### config.mk
export PLATFORM = sky130hd
export DESIGN_NAME = kwf_wake_top
export DESIGN_NICKNAME = d
export VERILOG_FILES = /design/src/kwf_pkg.sv /design/src/kwf_stop_filter.sv /design/src/kwf_wake_top.sv
export SDC_FILE = /design/constraint.sdc
export NUM_CORES = 1
export LEC_CHECK = 0
export ABC_AREA = 1
export BUFFER_PORTS_ARGS = -buffer_cell sky130_fd_sc_hd__clkbuf_2
export CAP_MARGIN = 20
export CELL_PAD_IN_SITES_DETAIL_PLACEMENT = 0
export CELL_PAD_IN_SITES_GLOBAL_PLACEMENT = 1
export CORE_ASPECT_RATIO = 1.5
export CORE_MARGIN = 1.5
export CORE_UTILIZATION = 35
export DETAILED_ROUTE_END_ITERATION = 8
export PLACE_DENSITY = 0.75
export SLEW_MARGIN = 20
export SYNTH_ARGS = -nofsm -noshare
export SYNTH_HDL_FRONTEND = slang
export SYNTH_HIERARCHICAL = 1
export SYNTH_SLANG_ARGS = --single-unit
### constraint.sdc
create_clock -name CLOCK_IN -period 3 [get_ports CLOCK_IN]
set_input_delay 0.6 -clock CLOCK_IN [delete_from_list [all_inputs] [get_ports CLOCK_IN]]
set_output_delay 0.6 -clock CLOCK_IN [all_outputs]
set_load 0.005 [all_outputs]
### src/kwf_pkg.sv
// Package for the key wake-up edge flag block: register map, widths, filter states.
// Assumes a byte-wide register port and a single bus clock.
package kwf_pkg;
    localparam int PORT_W = 8;
    localparam int ADDR_W = 8;
    localparam logic [ADDR_W-1:0] ADDR_J_IE = 8'h2C;
    localparam logic [ADDR_W-1:0] ADDR_H_IE = 8'h2D;
    localparam logic [ADDR_W-1:0] ADDR_J_FLAGS = 8'h2E;
    localparam logic [ADDR_W-1:0] ADDR_H_FLAGS = 8'h2F;
    localparam logic [ADDR_W-1:0] ADDR_J_POL = 8'h30;
    localparam logic [ADDR_W-1:0] ADDR_H_POL = 8'h31;
    localparam logic [PORT_W-1:0] RST_BYTE = 8'h00;
    localparam logic [PORT_W-1:0] ALL_ONES = 8'hFF;
    // Filter oscillator period in bus clocks, last vote index and votes needed
    localparam int FILT_OSC_DIV = 4;
    localparam logic [1:0] VOTE_LAST = 2'h2;
    localparam logic [1:0] VOTE_NEED = 2'h2;

    typedef enum logic [1:0] {
        KWF_IDLE = 2'b00,
        KWF_VOTE = 2'b01,
        KWF_DONE = 2'b11
    } kwf_state_t;

    typedef struct packed {
        logic [ADDR_W-1:0] addr;
        logic [PORT_W-1:0] wdata;
        logic wr;
        logic rd;
    } kwf_bus_req_t;
endpackage

### src/kwf_stop_filter.sv
// Shared stop-mode majority filter with its own oscillator.
// Assumes the trigger input is already synchronised to the clock.
`timescale 1ns/1ns
`default_nettype none
module kwf_stop_filter
    import kwf_pkg::*;
#(
    parameter int OSC_DIV = FILT_OSC_DIV
) (
    // Clock and reset
    input wire logic clk_in,
    input wire logic rst_n_in,
    // Control
    input wire logic stop_in,
    input wire logic trig_in,
    // Result
    output logic valid_out
);
    kwf_state_t state_ff, nxt_state;
    logic [$clog2(OSC_DIV)-1:0] osc_ff;
    logic [1:0] vote_ff, hits_ff;
    localparam int OSC_W = $clog2(OSC_DIV);
    localparam logic [OSC_W-1:0] OSC_LAST = OSC_W'(OSC_DIV - 1);
    wire osc_tick = (osc_ff == OSC_LAST);
    wire vote_end = osc_tick && (vote_ff == VOTE_LAST);
    wire [1:0] hits_now = hits_ff + {1'b0, trig_in};

    // Oscillator starts on a triggering level
    always_comb begin
        nxt_state = state_ff;
        case (state_ff)
            KWF_IDLE: if (stop_in && trig_in) nxt_state = KWF_VOTE;
            KWF_VOTE: if (!stop_in) nxt_state = KWF_IDLE;
                      else if (vote_end) nxt_state = KWF_DONE;
            KWF_DONE: nxt_state = KWF_IDLE;
            default: nxt_state = KWF_IDLE;
        endcase
    end

    always_ff @(posedge clk_in or negedge rst_n_in) begin
        if (!rst_n_in) begin
            state_ff <= KWF_IDLE;
            osc_ff <= '0;
            vote_ff <= '0;
            hits_ff <= '0;
            valid_out <= 1'b0;
        end else begin
            state_ff <= nxt_state;
            osc_ff <= (state_ff == KWF_VOTE && !osc_tick) ? osc_ff + 1'b1 : '0;
            if (state_ff != KWF_VOTE) begin
                vote_ff <= '0;
                hits_ff <= '0;
            end else if (osc_tick) begin
                vote_ff <= vote_ff + 2'h1;
                hits_ff <= hits_now;
            end
            // Two of three samples accept the pulse
            valid_out <= (state_ff == KWF_VOTE) && vote_end && (hits_now >= VOTE_NEED);
        end
    end
endmodule
`default_nettype wire

### src/kwf_wake_top.sv
// Key wake-up edge flags for ports J and H, registers and interrupt.
// Assumes pins are asynchronous; register port on the bus clock.
//
// The strobed register port is this design's own decision.
`timescale 1ns/1ns
`default_nettype none
module kwf_wake_top
    import kwf_pkg::*;
#(
    parameter int W = PORT_W
) (
    // Clock and reset
    input wire logic CLOCK_IN,
    input wire logic RESET_N_IN,
    // Pins and mode
    input wire logic [W-1:0] PORT_J_PINS_IN,
    input wire logic [W-1:0] PORT_H_PINS_IN,
    input wire logic STOP_MODE_IN,
    // Register port
    input wire logic [ADDR_W-1:0] ADDR_IN,
    input wire logic [W-1:0] WDATA_IN,
    input wire logic WR_IN,
    input wire logic RD_IN,
    output logic [W-1:0] RDATA_OUT,
    // Pull devices and interrupt
    output logic [W-1:0] PORT_J_PULLUP_OUT,
    output logic [W-1:0] PORT_J_PULLDOWN_OUT,
    output logic [W-1:0] PORT_H_PULLUP_OUT,
    output logic [W-1:0] PORT_H_PULLDOWN_OUT,
    output logic WAKE_IRQ_OUT,
    output logic WAKE_REQ_OUT
);
    localparam int N = 2 * W;
    kwf_bus_req_t req;
    assign req = '{addr: ADDR_IN, wdata: WDATA_IN, wr: WR_IN, rd: RD_IN};

    logic [N-1:0] pol_ff, ie_ff, flag_ff, nxt_flag;
    logic [N-1:0] sa_ff, sb_ff, sc_ff, prev_ff;
    logic [W-1:0] rdata_ff;
    logic [N-1:0] stable, pins, active_lvl, run_edge, pol_chg, wr_pol, wr_ie, clr;
    logic [N-1:0] stop_edge, stop_hit_ff;
    logic filt_valid, stop_trig;

    assign pins = {PORT_H_PINS_IN, PORT_J_PINS_IN};

    // Register decode
    wire sel_j_ie = req.wr && req.addr == ADDR_J_IE;
    wire sel_h_ie = req.wr && req.addr == ADDR_H_IE;
    wire sel_j_fl = req.wr && req.addr == ADDR_J_FLAGS;
    wire sel_h_fl = req.wr && req.addr == ADDR_H_FLAGS;
    wire sel_j_po = req.wr && req.addr == ADDR_J_POL;
    wire sel_h_po = req.wr && req.addr == ADDR_H_POL;
    // Write one clears
    assign clr = {sel_h_fl ? req.wdata : RST_BYTE, sel_j_fl ? req.wdata : RST_BYTE};
    // Any time access
    assign wr_pol = {sel_h_po ? ALL_ONES : RST_BYTE, sel_j_po ? ALL_ONES : RST_BYTE};
    assign wr_ie = {sel_h_ie ? ALL_ONES : RST_BYTE, sel_j_ie ? ALL_ONES : RST_BYTE};
    wire [N-1:0] wdata2 = {req.wdata, req.wdata};
    wire [N-1:0] nxt_pol = (pol_ff & ~wr_pol) | (wdata2 & wr_pol);
    wire [N-1:0] nxt_ie = (ie_ff & ~wr_ie) | (wdata2 & wr_ie);

    wire [W-1:0] rd_mux =
        (req.addr == ADDR_J_IE) ? ie_ff[W-1:0] :
        (req.addr == ADDR_H_IE) ? ie_ff[N-1:W] :
        (req.addr == ADDR_J_FLAGS) ? flag_ff[W-1:0] :
        (req.addr == ADDR_H_FLAGS) ? flag_ff[N-1:W] :
        (req.addr == ADDR_J_POL) ? pol_ff[W-1:0] :
        (req.addr == ADDR_H_POL) ? pol_ff[N-1:W] : RST_BYTE;

    // Per-pin edge and pull logic
    genvar g;
    generate
        for (g = 0; g < N; g++) begin : g_pin
            // Change counts once second and third stages agree
            assign stable[g] = (sb_ff[g] == sc_ff[g]) ? sc_ff[g] : prev_ff[g];
            // Triggering level: polarity 1 high, 0 low
            assign active_lvl[g] = stable[g] ~^ pol_ff[g];
            // Run mode compares with previous sample
            assign run_edge[g] = (stable[g] != prev_ff[g]) && active_lvl[g];
            // Polarity flip may make current level look like an edge
            assign pol_chg[g] = wr_pol[g] && (nxt_pol[g] != pol_ff[g]) &&
                                (stable[g] ~^ nxt_pol[g]);
            // Stop-mode edge of enabled pin, taken with the filter result
            assign stop_edge[g] = stop_hit_ff[g] && filt_valid;
        end
    endgenerate
    assign PORT_J_PULLUP_OUT = ~pol_ff[W-1:0];
    assign PORT_J_PULLDOWN_OUT = pol_ff[W-1:0];
    assign PORT_H_PULLUP_OUT = ~pol_ff[N-1:W];
    assign PORT_H_PULLDOWN_OUT = pol_ff[N-1:W];

    // Shared filter input: any enabled pin with a clear flag at its level
    assign stop_trig = |(active_lvl & ie_ff & ~flag_ff);
    wire [N-1:0] run_set = STOP_MODE_IN ? stop_edge : (run_edge | pol_chg);
    // Set wins over clear
    assign nxt_flag = (flag_ff & ~clr) | run_set;

    kwf_stop_filter #(.OSC_DIV(FILT_OSC_DIV)) u_filt (
        .clk_in(CLOCK_IN),
        .rst_n_in(RESET_N_IN),
        .stop_in(STOP_MODE_IN),
        .trig_in(stop_trig),
        .valid_out(filt_valid)
    ); // Close pulses merge in one vote window

    always_ff @(posedge CLOCK_IN or negedge RESET_N_IN) begin
        if (!RESET_N_IN) begin
            // Idle pin level under the reset pull-ups, so no false edge follows reset
            sa_ff <= '1;
            sb_ff <= '1;
            sc_ff <= '1;
            prev_ff <= '1;
            pol_ff <= '0;
            ie_ff <= '0;
            flag_ff <= '0;
            stop_hit_ff <= '0;
            rdata_ff <= RST_BYTE;
        end else begin
            sa_ff <= pins;
            sb_ff <= sa_ff;
            sc_ff <= sb_ff;
            prev_ff <= stable;
            pol_ff <= nxt_pol;
            ie_ff <= nxt_ie;
            flag_ff <= nxt_flag;
            stop_hit_ff <= STOP_MODE_IN ? ((stop_hit_ff | (active_lvl & ie_ff)) & ~stop_edge)
                                        : '0;
            rdata_ff <= req.rd ? rd_mux : RST_BYTE;
        end
    end
    assign RDATA_OUT = rdata_ff;

    // Shared interrupt of enabled flags
    assign WAKE_IRQ_OUT = |(flag_ff & ie_ff);
    // Unclocked wake path from enabled pins in stop
    wire [N-1:0] raw_lvl = pins ~^ pol_ff;
    assign WAKE_REQ_OUT = WAKE_IRQ_OUT | (STOP_MODE_IN & |(raw_lvl & ie_ff));

    // Assertions
    a_irq_gate: assert property (@(posedge CLOCK_IN) disable iff (!RESET_N_IN)
        WAKE_IRQ_OUT == |(flag_ff & ie_ff)) else $error("irq gate wrong");
    a_w1c_clear: assert property (@(posedge CLOCK_IN) disable iff (!RESET_N_IN)
        (sel_j_fl && req.wdata[0] && !run_set[0]) |=> !flag_ff[0])
        else $error("flag not cleared");
    a_w0_keep: assert property (@(posedge CLOCK_IN) disable iff (!RESET_N_IN)
        (flag_ff[W] && !(sel_h_fl && req.wdata[0])) |=> flag_ff[W])
        else $error("flag lost");
    a_run_edge: assert property (@(posedge CLOCK_IN) disable iff (!RESET_N_IN)
        (!STOP_MODE_IN && run_edge[1]) |=> flag_ff[1])
        else $error("edge missed");
    a_fall_sets: assert property (@(posedge CLOCK_IN) disable iff (!RESET_N_IN)
        (!STOP_MODE_IN && !pol_ff[2] && $fell(stable[2]) && $stable(pol_ff[2])) |=> flag_ff[2])
        else $error("falling edge missed");
    a_rise_sets: assert property (@(posedge CLOCK_IN) disable iff (!RESET_N_IN)
        (!STOP_MODE_IN && pol_ff[W] && $rose(stable[W]) && $stable(pol_ff[W])) |=> flag_ff[W])
        else $error("rising edge missed");
    a_pull_sel: assert property (@(posedge CLOCK_IN) disable iff (!RESET_N_IN)
        PORT_J_PULLDOWN_OUT == ~PORT_J_PULLUP_OUT) else $error("pull clash");
    a_stop_filter: assert property (@(posedge CLOCK_IN) disable iff (!RESET_N_IN)
        (STOP_MODE_IN && !filt_valid && !(|clr)) |=> flag_ff == $past(flag_ff))
        else $error("unfiltered set in stop");
    a_wake_path: assert property (@(posedge CLOCK_IN) disable iff (!RESET_N_IN)
        (STOP_MODE_IN && |(raw_lvl & ie_ff)) |-> WAKE_REQ_OUT)
        else $error("wake path dead");
    a_read_lat: assert property (@(posedge CLOCK_IN) disable iff (!RESET_N_IN)
        (req.rd && req.addr == ADDR_J_POL) |=> RDATA_OUT == $past(pol_ff[W-1:0]))
        else $error("read data wrong");
    // Pull devices follow polarity
    a_pull_j_up: assert property (@(posedge CLOCK_IN) disable iff (!RESET_N_IN)
        PORT_J_PULLUP_OUT == ~pol_ff[W-1:0]) else $error("j pull-up wrong");
    a_pull_h_up: assert property (@(posedge CLOCK_IN) disable iff (!RESET_N_IN)
        PORT_H_PULLUP_OUT == ~pol_ff[N-1:W]) else $error("h pull-up wrong");
    a_pull_h_sel: assert property (@(posedge CLOCK_IN) disable iff (!RESET_N_IN)
        PORT_H_PULLDOWN_OUT == ~PORT_H_PULLUP_OUT) else $error("h pull clash");
    // Register writes and reads
    a_ie_j_write: assert property (@(posedge CLOCK_IN) disable iff (!RESET_N_IN)
        sel_j_ie |=> ie_ff[W-1:0] == $past(req.wdata))
        else $error("j enable write lost");
    a_ie_h_write: assert property (@(posedge CLOCK_IN) disable iff (!RESET_N_IN)
        sel_h_ie |=> ie_ff[N-1:W] == $past(req.wdata))
        else $error("h enable write lost");
    a_ie_hold: assert property (@(posedge CLOCK_IN) disable iff (!RESET_N_IN)
        (!sel_j_ie && !sel_h_ie) |=> ie_ff == $past(ie_ff))
        else $error("enable changed");
    a_pol_j_write: assert property (@(posedge CLOCK_IN) disable iff (!RESET_N_IN)
        sel_j_po |=> pol_ff[W-1:0] == $past(req.wdata))
        else $error("j polarity write lost");
    a_pol_h_write: assert property (@(posedge CLOCK_IN) disable iff (!RESET_N_IN)
        sel_h_po |=> pol_ff[N-1:W] == $past(req.wdata))
        else $error("h polarity write lost");
    a_flag_j_read: assert property (@(posedge CLOCK_IN) disable iff (!RESET_N_IN)
        (req.rd && req.addr == ADDR_J_FLAGS) |=> RDATA_OUT == $past(flag_ff[W-1:0]))
        else $error("j flag read wrong");
    a_flag_h_read: assert property (@(posedge CLOCK_IN) disable iff (!RESET_N_IN)
        (req.rd && req.addr == ADDR_H_FLAGS) |=> RDATA_OUT == $past(flag_ff[N-1:W]))
        else $error("h flag read wrong");
    a_rdata_idle: assert property (@(posedge CLOCK_IN) disable iff (!RESET_N_IN)
        !req.rd |=> RDATA_OUT == RST_BYTE) else $error("read data lingers");
    // Flag set and clear
    a_j_edge_set: assert property (@(posedge CLOCK_IN) disable iff (!RESET_N_IN)
        (!STOP_MODE_IN && run_edge[W-1]) |=> flag_ff[W-1])
        else $error("j edge missed");
    a_h_edge_set: assert property (@(posedge CLOCK_IN) disable iff (!RESET_N_IN)
        (!STOP_MODE_IN && run_edge[N-1]) |=> flag_ff[N-1])
        else $error("h edge missed");
    a_pol_chg_set: assert property (@(posedge CLOCK_IN) disable iff (!RESET_N_IN)
        (!STOP_MODE_IN && pol_chg[0]) |=> flag_ff[0])
        else $error("polarity flag missed");
    a_no_spur_run: assert property (@(posedge CLOCK_IN) disable iff (!RESET_N_IN)
        (!STOP_MODE_IN && !run_edge[3] && !pol_chg[3]) |=> (!flag_ff[3] || $past(flag_ff[3])))
        else $error("spurious flag");
    a_w1c_h: assert property (@(posedge CLOCK_IN) disable iff (!RESET_N_IN)
        (sel_h_fl && req.wdata[W-1] && !run_set[N-1]) |=> !flag_ff[N-1])
        else $error("h flag not cleared");
    a_flag_sticky: assert property (@(posedge CLOCK_IN) disable iff (!RESET_N_IN)
        (flag_ff[5] && !clr[5]) |=> flag_ff[5]) else $error("flag dropped");
    a_set_wins: assert property (@(posedge CLOCK_IN) disable iff (!RESET_N_IN)
        (run_set[4] && clr[4]) |=> flag_ff[4]) else $error("clear beat set");
    // Stop-mode filter path
    a_stop_gated: assert property (@(posedge CLOCK_IN) disable iff (!RESET_N_IN)
        (STOP_MODE_IN && !filt_valid) |-> run_set == '0)
        else $error("set bypassed filter");
    a_stop_set: assert property (@(posedge CLOCK_IN) disable iff (!RESET_N_IN)
        (STOP_MODE_IN && stop_edge[0]) |=> flag_ff[0])
        else $error("filtered flag missed");
    a_hit_clear: assert property (@(posedge CLOCK_IN) disable iff (!RESET_N_IN)
        !STOP_MODE_IN |=> stop_hit_ff == '0) else $error("hit kept in run");
    a_hit_enabled: assert property (@(posedge CLOCK_IN) disable iff (!RESET_N_IN)
        (STOP_MODE_IN && active_lvl[0] && ie_ff[0]) |=> (stop_hit_ff[0] || $past(stop_edge[0])))
        else $error("enabled pin not seen");
    // Interrupt and wake request
    a_irq_low: assert property (@(posedge CLOCK_IN) disable iff (!RESET_N_IN)
        ((flag_ff & ie_ff) == '0) |-> !WAKE_IRQ_OUT) else $error("irq without cause");
    a_req_irq: assert property (@(posedge CLOCK_IN) disable iff (!RESET_N_IN)
        WAKE_IRQ_OUT |-> WAKE_REQ_OUT) else $error("request misses irq");
    c_run_flag: cover property (@(posedge CLOCK_IN) !STOP_MODE_IN && run_edge[0]);
    c_clear_flag: cover property (@(posedge CLOCK_IN) |clr && |flag_ff);
    c_stop_wake: cover property (@(posedge CLOCK_IN) STOP_MODE_IN && filt_valid);
    c_irq: cover property (@(posedge CLOCK_IN) $rose(WAKE_IRQ_OUT));
    c_pol_flag: cover property (@(posedge CLOCK_IN) |pol_chg);
endmodule
`default_nettype wire

# Yosys cells after proc, flatten, opt, wreduce, memory -nomap -nowiden
# Cells that the tools add are included.
[op_classes]
order_cmp = 1
n_div = 0
n_addsub = 3
shift = 0
reduce_logical = 82
mul = 0
eq_ne = 60
bitwise_logic = 57
mux = 40
[op_table]
columns = ["op", "count"]
rows = [
  ["$and 16x16->16", 10],
  ["$mux 8", 13],
  ["$not 16->16", 5],
  ["$or 16x16->16", 5],
  ["$logic_and 1x1->1", 75],
  ["$eq 8x6->1 const B", 6],
  ["$reduce_or 16->1", 3],
  ["$mux 16", 2],
  ["$ne 1x1->1", 32],
  ["$xnor 1x1->1", 32],
  ["$eq 1x1->1", 16],
  ["$mux 1", 16],
  ["$mux 2", 8],
  ["$not 8->8", 2],
  ["$xnor 16x16->16", 1],
  ["$add 2x1->2 const B", 2],
  ["$eq 2x2->1 const B", 2],
  ["$ne 2x1->1 const B", 2],
  ["$pmux 2 s2", 1],
  ["$ne 3x2->1 const B", 1],
  ["$add 2x1->2", 1],
  ["$eq 2x1->1 const B", 1],
  ["$ge 2x2->1 const B", 1],
  ["$logic_not 2->1", 1],
  ["5 further kinds", 5],
]
[word_totals]
latch_bits = 0
ramBits = 0
n_memories = 0
ff_bits = 145
rom_bits = 0
in_bits = 37

# Longest topological paths before layout
# Gate-level depths: netlist (run 1).
[logic_depth]
word_depth = 12
depth_mapped = 16

# Cells and area by module
# The synthesis (run 1) kept the hierarchy.
[modules_own_cells]
columns = ["module", "cells_each", "area_each_um2", "instances"]
rows = [
  ["kwf_wake_top", 861, 6742.7, 1],
  ["kwf_stop_filter", 42, 411.6, 1],
]

# Worst setup path after synthesis (run 1)
# OpenSTA, ideal clock, no wires.
[synth_path]
path_type = "input to output"
start = "in STOP_MODE_IN"
end = "out WAKE_REQ_OUT"
n_path_buf = 2
slack_ns = 1.133
arrival_ns = 1.267
stages = 4
cell_sequence = "clkbuf_1 -> buf_1 -> nand2_1 -> nand2_1"
[synth_via]
elab_chain_len = 2
[synth_rtl]
columns = ["element", "line_no", "text"]
rows = [
  ["from (decl)", "kwf_wake_top.sv:18", "input wire logic STOP_MODE_IN,"],
  ["$and 1x1->1", "kwf_wake_top.sv:137", "assign WAKE_REQ_OUT = WAKE_IRQ_OUT | (STOP_MODE_IN & |(raw_lvl & ie_ff));"],
  ["$or 1x1->1", "kwf_wake_top.sv:137", ""],
  ["to (decl)", "kwf_wake_top.sv:31", "output logic WAKE_REQ_OUT"],
]
# No other way between the ends.

# Worst setup path in the final report (run 1)
[layout_path]
start = "reg pol_ff[8]"
end = "out WAKE_REQ_OUT"
[layout_via]
elab_chain_len = 5
[layout_rtl]
columns = ["element", "line_no", "text"]
rows = [
  ["from (decl)", "kwf_wake_top.sv:37", "logic [N-1:0] pol_ff, ie_ff, flag_ff, nxt_flag;"],
  ["from (signal assigned)", "kwf_wake_top.sv:123", "pol_ff <= nxt_pol;"],
  ["$xnor 16x16->16", "kwf_wake_top.sv:136", "wire [N-1:0] raw_lvl = pins ~^ pol_ff;"],
  ["$and 16x16->16", "kwf_wake_top.sv:137", ""],
  ["$reduce_or 16->1", "kwf_wake_top.sv:137", ""],
  ["$and 1x1->1", "kwf_wake_top.sv:137", ""],
  ["$or 1x1->1", "kwf_wake_top.sv:137", ""],
]
# No other way between the ends.

==> results of run 1 <==
## cell usage after synthesis
master	n	area share, %
buf_6	3	0.47
nand3_1	92	6.4
a21oi_2	1	0.12
nand3b_1	8	0.84
buf_1	1	0.052
nor2_4	3	0.47
nand2_1	273	14
nor4_2	1	0.17
o22ai_1	3	0.26
o21ai_2	1	0.12
or2_2	4	0.35
inv_1	130	6.8
clkbuf_1	7	0.37
nor2_8	1	0.28
o211a_1	1	0.14
nor2_2	5	0.44
ha_1	3	0.52
nand3_2	1	0.14
dfstp_2	64	24
a22o_1	3	0.37
nand2_2	4	0.35
o21ai_0	77	5.4
a21boi_0	2	0.21
nor3_1	3	0.21
nand4_1	27	2.4
inv_2	3	0.16
nor2_1	54	2.8
dfrtp_1	81	28
nand2_4	1	0.16
o211ai_1	6	0.63
buf_4	1	0.10
a21oi_1	31	2.2
nor3_4	1	0.23
buf_2	2	0.14
a211oi_1	5	0.52
## cell type report
type                       count  area (sq um)  share of cell area, %
timing repair buffer          87         476.7                  5.582
inverter                     133         499.2                  5.845
tap                          260         325.3                  3.809
multi-input combinational    611          2865                  33.55
sequential                   145          3709                  43.42
clock inverter                14         236.5                  2.769
clock buffer                  18         429.2                  5.025
## placed cells by master, fill, tap and decap left out, types with 17 or more instances in the layout
| cell | n |
|---|---|
| nand4_1 | 27 |
| dfstp_2 | 64 |
| nor2_1 | 54 |
| clkbuf_16 | 17 |
| o21ai_0 | 77 |
| nand3_1 | 92 |
| nand2_1 | 273 |
| a21oi_1 | 31 |
| clkbuf_2 | 77 |
| inv_1 | 130 |
| dfrtp_1 | 81 |
## critical path: stages (launching register included)
cell and delay [ps]:
dfrtp_1 500, inv_1 170, or2_2 300, nand3_1 100, nand2_1 60, nor2_1 160
nand4_1 140, nand2_1 90, nand2_1 60, clkbuf_2 110
## kinds of logic after synthesis
family,Yosys count
AND/OR/NAND/NOR,478
buffers and inverters,147
flip-flops,145
adder cells (fa/ha/maj),3
AO/OA/AOI/OAI,130
## routing by layer
layer  global-route usage, %  vias to the layer above
met2                   35.54                      101
met5                       0                        -
met1                   25.28                     2935
li1                        -                     3089
met4                   6.696                        0
met3                   3.517                       13
## power by group
group | switching (W) | internal (W) | total, W
combinational | 0.000366 | 0.000179 | 0.000545
clock | 0.000845 | 0.00156 | 0.00240
sequential | 0.0000906 | 0.00210 | 0.00219
total | 0.00130 | 0.00383 | 0.00513
## stage by stage
stage	instances	setup slack, ps	area, sq um	hold slack, ps
floorplan	903	1133	7154	304.4
global placement	1236	618.1	7875	345.7
CTS	1268	242.9	8541	183.2
detailed placement	1236	597.7	7875	346.8
global route	1268	172.7	8541	209.0
finish	1268	286.9	8541	160.6
## path summary, 6_finish.rpt
path	end	slack, ps
worst min register to register	sb_ff[6]$_DFF_PN1_	350
max in group asynchronous	prev_ff[14]$_DFF_PN1_	2060
worst max register to register	u_filt/hits_ff[1]$_DFFE_PN0P_	850
worst min-delay path	stop_hit_ff[13]$_DFF_PN0_	160
min in group CLOCK_IN	sa_ff[3]$_DFF_PN1_	270
worst max-delay path	WAKE_REQ_OUT	290
==> flow_metrics.py, run 1 <==
metrics = {
    "status": {
        "outcome": "complete, no violations",
    },
    "floorplan": {
        "initial_core_util_pct": 35.87,
        "die_y_um": 178.1,
        "die-area_sq_um": 21330,
        "coreArea_sq_um": 19940,
        "io_pins": 79,
        "die_x_um": 119.7,
        "rows": 63,
    },
    "synthesis": {
        "synth_top_family_by_area": "simple AND/OR/NAND/NOR gates",
        "synth_simple_gate_area_share_pct": 29.59,
        "synthMuxAreaShare_pct": 0,
        "synth_xor_area_share_pct": 0,
        "synth.yosys.seq_area_share_pct": 51.84,
        "syn-cell-area_sq_um": 7154,
        "postSynthCellCount": 903,
        "synthAdderAreaFrac_pct": 0.5247,
        "synth_seq_cells": 145,
        "syn_nets": 943,
        "avgSynthCellArea_sq_um": 7.923,
        "ys_warn_count": 6,
        "synth_compound_area_share_pct": 9.934,
        "yosysUniqueCellTypes": 35,
    },
    "worst_setup_path": {
        "end_kind": "output pin",
        "cp-start-kind": "flop",
        "cp_data_arrival_time_ps": 2110,
        "cp_max_fo": 6,
        "cp_data_required_time_ps": 2400,
        "crit_start": "pol_ff[8]$_DFF_PN0_",
        "rr_startpoint": "sb_ff[7]$_DFF_PN1_",
        "crit_type": "flop to output pin",
        "r2r_cells": 16,
    },
    "global_routing": {
        "grt_max_degree": 69,
        "grt_pass1_vias": 6053,
        "antenna_found_initial": 0,
        "grt_usage_pct": 20.27,
        "gr-total-overflow": 0,
        "grt_pass1_wl_mm": 32.69,
    },
    "detailed_routing": {
        "drtIter0Drc": 412,
        "via_count": 6138,
        "drc": 0,
        "dr.pass1.iters": 6,
        "via_per_inst": 4.841,
        "antenna_left": 0,
        "wl_met3_um": 660,
        "dr_wl_met2_mm": 10.50,
        "drt-met1-wl_mm": 9.016,
        "top_layer": "met4",
        "drt_wl_total_mm": 20.43,
        "wl_per_cell_um": 16.11,
    },
    "clocking": {
        "ctsHtreeMaxLevel": 4,
        "cts.sink_count": 145,
        "post_cts_buffers": 0,
        "cts_root_buffer": "clkbuf_16",
        "cts_resized": 0,
        "cts_inserted_buffers": 17,
        "worstSkewPairLatency_ps": 430,
        "hold_buffers": 0,
        "cts_buffer_depth": 2,
        "clk_pin_slew_ps": 60,
        "cts_tree": "built",
    },
    "sta": {
        "fmax_ghz": 0.3686,
        "fin_skew_ps": 6.874,
        "rsz0062_at_grt": "false",
        "period_share_pct": 90.44,
        "setup_viol": 0,
        "slew_violations": 0,
        "tightest_slew_ps": 867.0,
        "setup-tns-final_ps": 0,
        "hold_viol_final": 0,
        "post-route-min-period_ps": 2713,
        "slew_headroom_pct": 42.20,
    },
    "power": {
        "p_per_area_nw_per_um2": 601.1,
        "p_total_w": 0.005134,
        "p_leak_nw": 4.315,
        "peakVddDrop_uv": 309.3,
    },
    "min_path": {
        "min_path_type": "input pin to async pin",
    },
    "cells_and_area": {
        "postLayoutCoreUtil_pct": 42.83,
        "antennaDiodeCount": 0,
        "syn2layout_area_growth_pct": 19.38,
        "n_fill_cell": 2027,
        "drive_above_1_share_pct": 20.63,
        "nNetsFinal": 1035,
    },
    "placement": {
        "hpwl_mm": 15.20,
        "port_buffers": 78,
        "place_congestion": 0.8395,
    },
    "job": {
        "maxCapViolations": 0,
    },
}
(Power assumes the default switching activity.)
==> run 2, diff against run 1 <==
--- a/config.mk
+++ b/config.mk
@@ -14,7 +14,7 @@
 export CORE_MARGIN = 1.5
 export CORE_UTILIZATION = 35
 export DETAILED_ROUTE_END_ITERATION = 8
-export PLACE_DENSITY = 0.75
+export PLACE_DENSITY = 0.73
 export SLEW_MARGIN = 20
 export SYNTH_ARGS = -nofsm -noshare
 export SYNTH_HDL_FRONTEND = slang
==> flow_metrics.py, run 2 (synthesized netlist as in run 1, its figures left out) <==
metrics = {
    "status": {
        "outcome": "complete, no violations",
    },
    "worst_setup_path": {
        "cp_slowest_cell": "dfrtp_1",
        "cpPeakStageDelay_ps": 450,
        "crit_path_cell_trace": "inv_1, nand2_1, nand3_1, o21ai_0, nor2_1, nand4_1, nand2_1, nand2_1, clkbuf_2",
        "critPathTopFamily": "simple AND/OR/NAND/NOR gates",
        "cp_common_cell": "nand2_1",
        "crit_type": "flop to output pin",
        "cp_max_fo": 7,
        "cp_data_arrival_time_ps": 2040,
        "cp-start-kind": "flop",
        "end_kind": "output pin",
        "path_buf_inv": 2,
        "cp_data_required_time_ps": 2400,
    },
    "placement": {
        "port_buffers": 78,
        "place_congestion": 0.8384,
        "hpwl_mm": 15.34,
        "dpl.cell_count": 1236,
    },
    "global_routing": {
        "grt_usage_pct": 20.47,
        "grt_pass1_wl_mm": 33.10,
        "grt_pass1_vias": 6080,
        "antenna_found_initial": 0,
        "grt_max_degree": 65,
        "gr-total-overflow": 0,
    },
    "clocking": {
        "cts.sink_count": 145,
        "post_cts_buffers": 0,
        "clk_pin_slew_ps": 60,
        "cts_buffer_depth": 2,
        "ctsHtreeMaxLevel": 4,
        "cts_root_buffer": "clkbuf_16",
        "hold_buffers": 0,
        "worstSkewPairLatency_ps": 430,
        "cts_tree": "built",
        "cts_resized": 0,
        "cts_inserted_buffers": 17,
    },
    "floorplan": {
        "io_pins": 79,
        "die-area_sq_um": 21330,
        "coreArea_sq_um": 19940,
        "rows": 63,
        "die_y_um": 178.1,
        "initial_core_util_pct": 35.87,
        "die_x_um": 119.7,
    },
    "cells_and_area": {
        "syn2layout_area_growth_pct": 19.59,
        "antennaDiodeCount": 0,
        "final_common_cell": "nand2_1",
        "mostFrequentLayoutCells": "nand2_1 (273), inv_1 (130), nand3_1 (92)",
        "n_fill_cell": 2045,
        "drive_above_1_share_pct": 20.54,
        "final_cells": 1268,
        "nNetsFinal": 1035,
    },
    "sta": {
        "tightest_slew_ps": 856.8,
        "setup-tns-final_ps": 0,
        "whs_ps": 184.7,
        "fmax_ghz": 0.3781,
        "rsz0062_at_grt": "false",
        "period_share_pct": 88.16,
        "post-route-min-period_ps": 2645,
        "slew_headroom_pct": 42.88,
        "slew_violations": 0,
        "hold_viol_final": 0,
        "fin_skew_ps": 13.29,
        "setup_viol": 0,
    },
    "power": {
        "pwr-share-seq_pct": 42.4,
        "p_switching_w": 0.001308,
        "p_sw_share_pct": 25.41,
        "p_int_w": 0.003838,
        "power_frac_comb_pct": 10.7,
        "peakVddDrop_uv": 350.3,
        "pwr-share-clk_pct": 46.9,
        "p_per_area_nw_per_um2": 601.5,
        "p_leak_nw": 4.317,
    },
    "job": {
        "maxCapViolations": 0,
    },
    "detailed_routing": {
        "wl_per_cell_um": 16.40,
        "via_per_inst": 4.893,
        "via_count": 6204,
        "drt_wl_total_mm": 20.80,
        "drtIter0Drc": 347,
        "drc": 0,
        "dr.pass1.iters": 5,
        "antenna_left": 0,
    },
    "min_path": {
        "min_path_type": "input pin to async pin",
    },
}
[run 2: cell types whose count changed in the layout (fill, tap and decap cells not counted), sizes merged]
cell,before,now
clkinv,5,4
clkbuf,95,96
[run 2: layer usage]
| metal | track usage (%) | wire [um] | up-vias |
|---|---|---|---|
| met2 | 35.61 | 10670 | 112 |
| li1 | - | - | 3098 |
| met4 | 6.895 | 396 | 0 |
| met5 | 0 | 0 | - |
| met1 | 25.49 | 8971 | 2974 |
| met3 | 3.900 | 757 | 20 |
[run 2: worst reg2reg max path: cells and delay by family, from the launching register on]
kind / cells / cell delay [ps]
adder cells (fa/ha/maj): 1 / 220
AND/OR/NAND/NOR: 14 / 1220
buffers and inverters: 1 / 50
flip-flops: 1 / 540
[run 2: layout make-up]
| cell class | count | area [sq um] | area share (%) |
|---|---|---|---|
| clock buffers | 19 | 432.9 | 5.060 |
| clock inverters | 13 | 235.2 | 2.749 |
| inverters | 133 | 499.2 | 5.835 |
| multi-input cells | 611 | 2865 | 33.49 |
| flip-flops and latches | 145 | 3709 | 43.35 |
| well taps | 260 | 325.3 | 3.802 |
| repair buffers | 87 | 489.2 | 5.718 |
[run 2: worst paths after layout]
kind	cells past startpoint	slack, ps	start	end
max in group asynchronous	2	2060	RESET_N_IN	prev_ff[10]$_DFF_PN1_
worst min-delay path	1	180	RESET_N_IN	pol_ff[1]$_DFF_PN0_
worst max-delay path	9	360	pol_ff[13]$_DFF_PN0_	WAKE_REQ_OUT
worst max register to register	16	860	sb_ff[7]$_DFF_PN1_	u_filt/hits_ff[1]$_DFFE_PN0P_
worst min register to register	0	350	sa_ff[6]$_DFF_PN1_	sb_ff[6]$_DFF_PN1_
min in group CLOCK_IN	1	280	PORT_J_PINS_IN[3]	sa_ff[3]$_DFF_PN1_
[run 2: metrics by stage]
stage	total power, W	util (%)	instance area, sq um	setup WS (ps)
after floorplan	0.002499	-	7154	1133
after global placement	0.002766	39.55	7888	641.6
after detailed placement	0.002773	39.55	7888	672.2
after CTS	0.005204	42.90	8556	344.2
after global routing	0.005376	42.90	8556	222.6
final	0.005146	42.90	8556	355.3
[run 2: power by group through the flow]
stage	combinational (W)	clock [W]	sequential (W)
after floorplan	0.000314	0	0.00219
after global placement	0.000554	0	0.00221
after detailed placement	0.000558	0	0.00222
after CTS	0.000560	0.00246	0.00218
after global routing	0.000636	0.00254	0.00220
final	0.000552	0.00241	0.00218
==> run 3, diff against run 2 <==
--- a/config.mk
+++ b/config.mk
@@ -14,7 +14,7 @@
 export CORE_MARGIN = 1.5
 export CORE_UTILIZATION = 35
 export DETAILED_ROUTE_END_ITERATION = 8
-export PLACE_DENSITY = 0.73
+export PLACE_DENSITY = 0.68
 export SLEW_MARGIN = 20
 export SYNTH_ARGS = -nofsm -noshare
 export SYNTH_HDL_FRONTEND = slang
==> flow_metrics.py, run 3 (synthesized netlist as in run 1, its figures left out) <==
metrics = {
    "status": {
        "outcome": "complete, no violations",
    },
    "worst_setup_path": {
        "cp_data_arrival_time_ps": 2110,
        "crit_path_cell_trace": "inv_1, or2_2, nand3_1, nand2_1, nor2_1, nand4_1, nand2_1, nand2_1, clkbuf_2",
        "cpPeakStageDelay_ps": 480,
        "cp_slowest_cell": "dfrtp_1",
        "end_kind": "output pin",
        "crit_type": "flop to output pin",
        "critPathTopFamily": "simple AND/OR/NAND/NOR gates",
        "cp_common_cell": "nand2_1",
        "cp_max_fo": 6,
        "cp-start-kind": "flop",
        "path_buf_inv": 2,
        "cp_data_required_time_ps": 2400,
    },
    "placement": {
        "hpwl_mm": 15.56,
        "place_congestion": 0.7927,
        "port_buffers": 78,
    },
    "detailed_routing": {
        "dr.pass1.iters": 5,
        "wl_per_cell_um": 16.48,
        "drtIter0Drc": 382,
        "drc": 0,
        "via_per_inst": 4.875,
        "via_count": 6182,
        "antenna_left": 0,
        "drt_wl_total_mm": 20.90,
    },
    "cells_and_area": {
        "final_common_cell": "nand2_1",
        "nNetsFinal": 1035,
        "antennaDiodeCount": 0,
        "drive_above_1_share_pct": 20.63,
        "syn2layout_area_growth_pct": 18.12,
        "mostFrequentLayoutCells": "nand2_1 (273), inv_1 (130), nand3_1 (92)",
    },
    "floorplan": {
        "die_y_um": 178.1,
        "coreArea_sq_um": 19940,
        "die-area_sq_um": 21330,
        "rows": 63,
        "die_x_um": 119.7,
        "initial_core_util_pct": 35.87,
        "io_pins": 79,
    },
    "global_routing": {
        "grt_pass1_vias": 6168,
        "grt_usage_pct": 20.97,
        "grt_max_degree": 67,
        "gr-total-overflow": 0,
        "antenna_found_initial": 0,
        "grt_pass1_wl_mm": 33.73,
    },
    "min_path": {
        "min_path_type": "input pin to async pin",
    },
    "sta": {
        "setup_viol": 0,
        "hold_viol_final": 0,
        "fmax_ghz": 0.3695,
        "fin_skew_ps": 6.325,
        "slew_violations": 0,
        "rsz0062_at_grt": "false",
        "tightest_slew_ps": 899.6,
        "post-route-min-period_ps": 2706,
        "slew_headroom_pct": 40.03,
        "setup-tns-final_ps": 0,
        "period_share_pct": 90.20,
    },
    "power": {
        "p_per_area_nw_per_um2": 567.2,
        "p_leak_nw": 4.280,
        "p_total_w": 0.004794,
        "peakVddDrop_uv": 377.2,
    },
    "clocking": {
        "cts_tree": "built",
        "cts_buffer_depth": 2,
        "worstSkewPairLatency_ps": 430,
        "cts.sink_count": 145,
        "ctsHtreeMaxLevel": 4,
        "post_cts_buffers": 0,
        "cts_inserted_buffers": 17,
        "clk_pin_slew_ps": 60,
        "cts_root_buffer": "clkbuf_16",
        "hold_buffers": 0,
        "cts_resized": 0,
    },
    "job": {
        "maxCapViolations": 0,
    },
}
## run 3: metrics by stage
stage | worst slack, ps | cells | util [%] | hold slack (ps) | cell area, sq um
2_1_floorplan | 1133 | 903 | - | 304.4 | 7154
3_5_place_dp | 650.5 | 1236 | 39.49 | 347.2 | 7875
5_1_grt | 98.97 | 1268 | 42.37 | 219.0 | 8451
4_1_cts | 292.8 | 1268 | 42.37 | 195.7 | 8451
6_report | 294.0 | 1268 | 42.37 | 166.7 | 8451
3_3_place_gp | 621.3 | 1236 | 39.49 | 345.4 | 7875
## run 3: worst paths after layout
kind	from	to	slack (ps)	cells past startpoint
worst max-delay path	pol_ff[8]$_DFF_PN0_	WAKE_REQ_OUT	290	9
worst min-delay path	RESET_N_IN	stop_hit_ff[13]$_DFF_PN0_	170	1
worst max register to register	sb_ff[7]$_DFF_PN1_	u_filt/hits_ff[1]$_DFFE_PN0P_	800	16
worst min register to register	sa_ff[2]$_DFF_PN1_	sb_ff[2]$_DFF_PN1_	350	0
max in group asynchronous	RESET_N_IN	prev_ff[6]$_DFF_PN1_	2010	2
min in group CLOCK_IN	PORT_J_PINS_IN[4]	sa_ff[4]$_DFF_PN1_	270	1
## run 3: where the power goes
| part | switching [W] | internal (W) | total (W) |
|---|---|---|---|
| combinational | 0.000371 | 0.000178 | 0.000549 |
| clock | 0.000850 | 0.00121 | 0.00206 |
| sequential | 0.0000884 | 0.00210 | 0.00218 |
## run 3: worst register-to-register path: cells and delay by family (launching register included)
family,cells,cell delay [ps]
buf+inv,1,50
flops,1,540
fa+ha+maj,1,250
simple gates,14,1280
## run 3: area by class of cell
class,instances,area (sq um)
clock inverter,12,107.6
clock buffer,20,467.9
timing repair buffer,87,476.7
tap,260,325.3
fill,2096,11490
multi-input combinational,611,2865
sequential,145,3709
inverter,133,499.2
## run 3: routing by layer
layer | up-vias | GRT usage (%) | part of all wire, % | wire [um]
met3 | 26 | 3.836 | 4.3 | 890
met4 | 0 | 6.746 | 1.6 | 330
li1 | 3096 | - | - | -
met2 | 139 | 36.28 | 51 | 10660
met5 | - | 0 | 0 | 0
met1 | 2921 | 26.50 | 43 | 9014
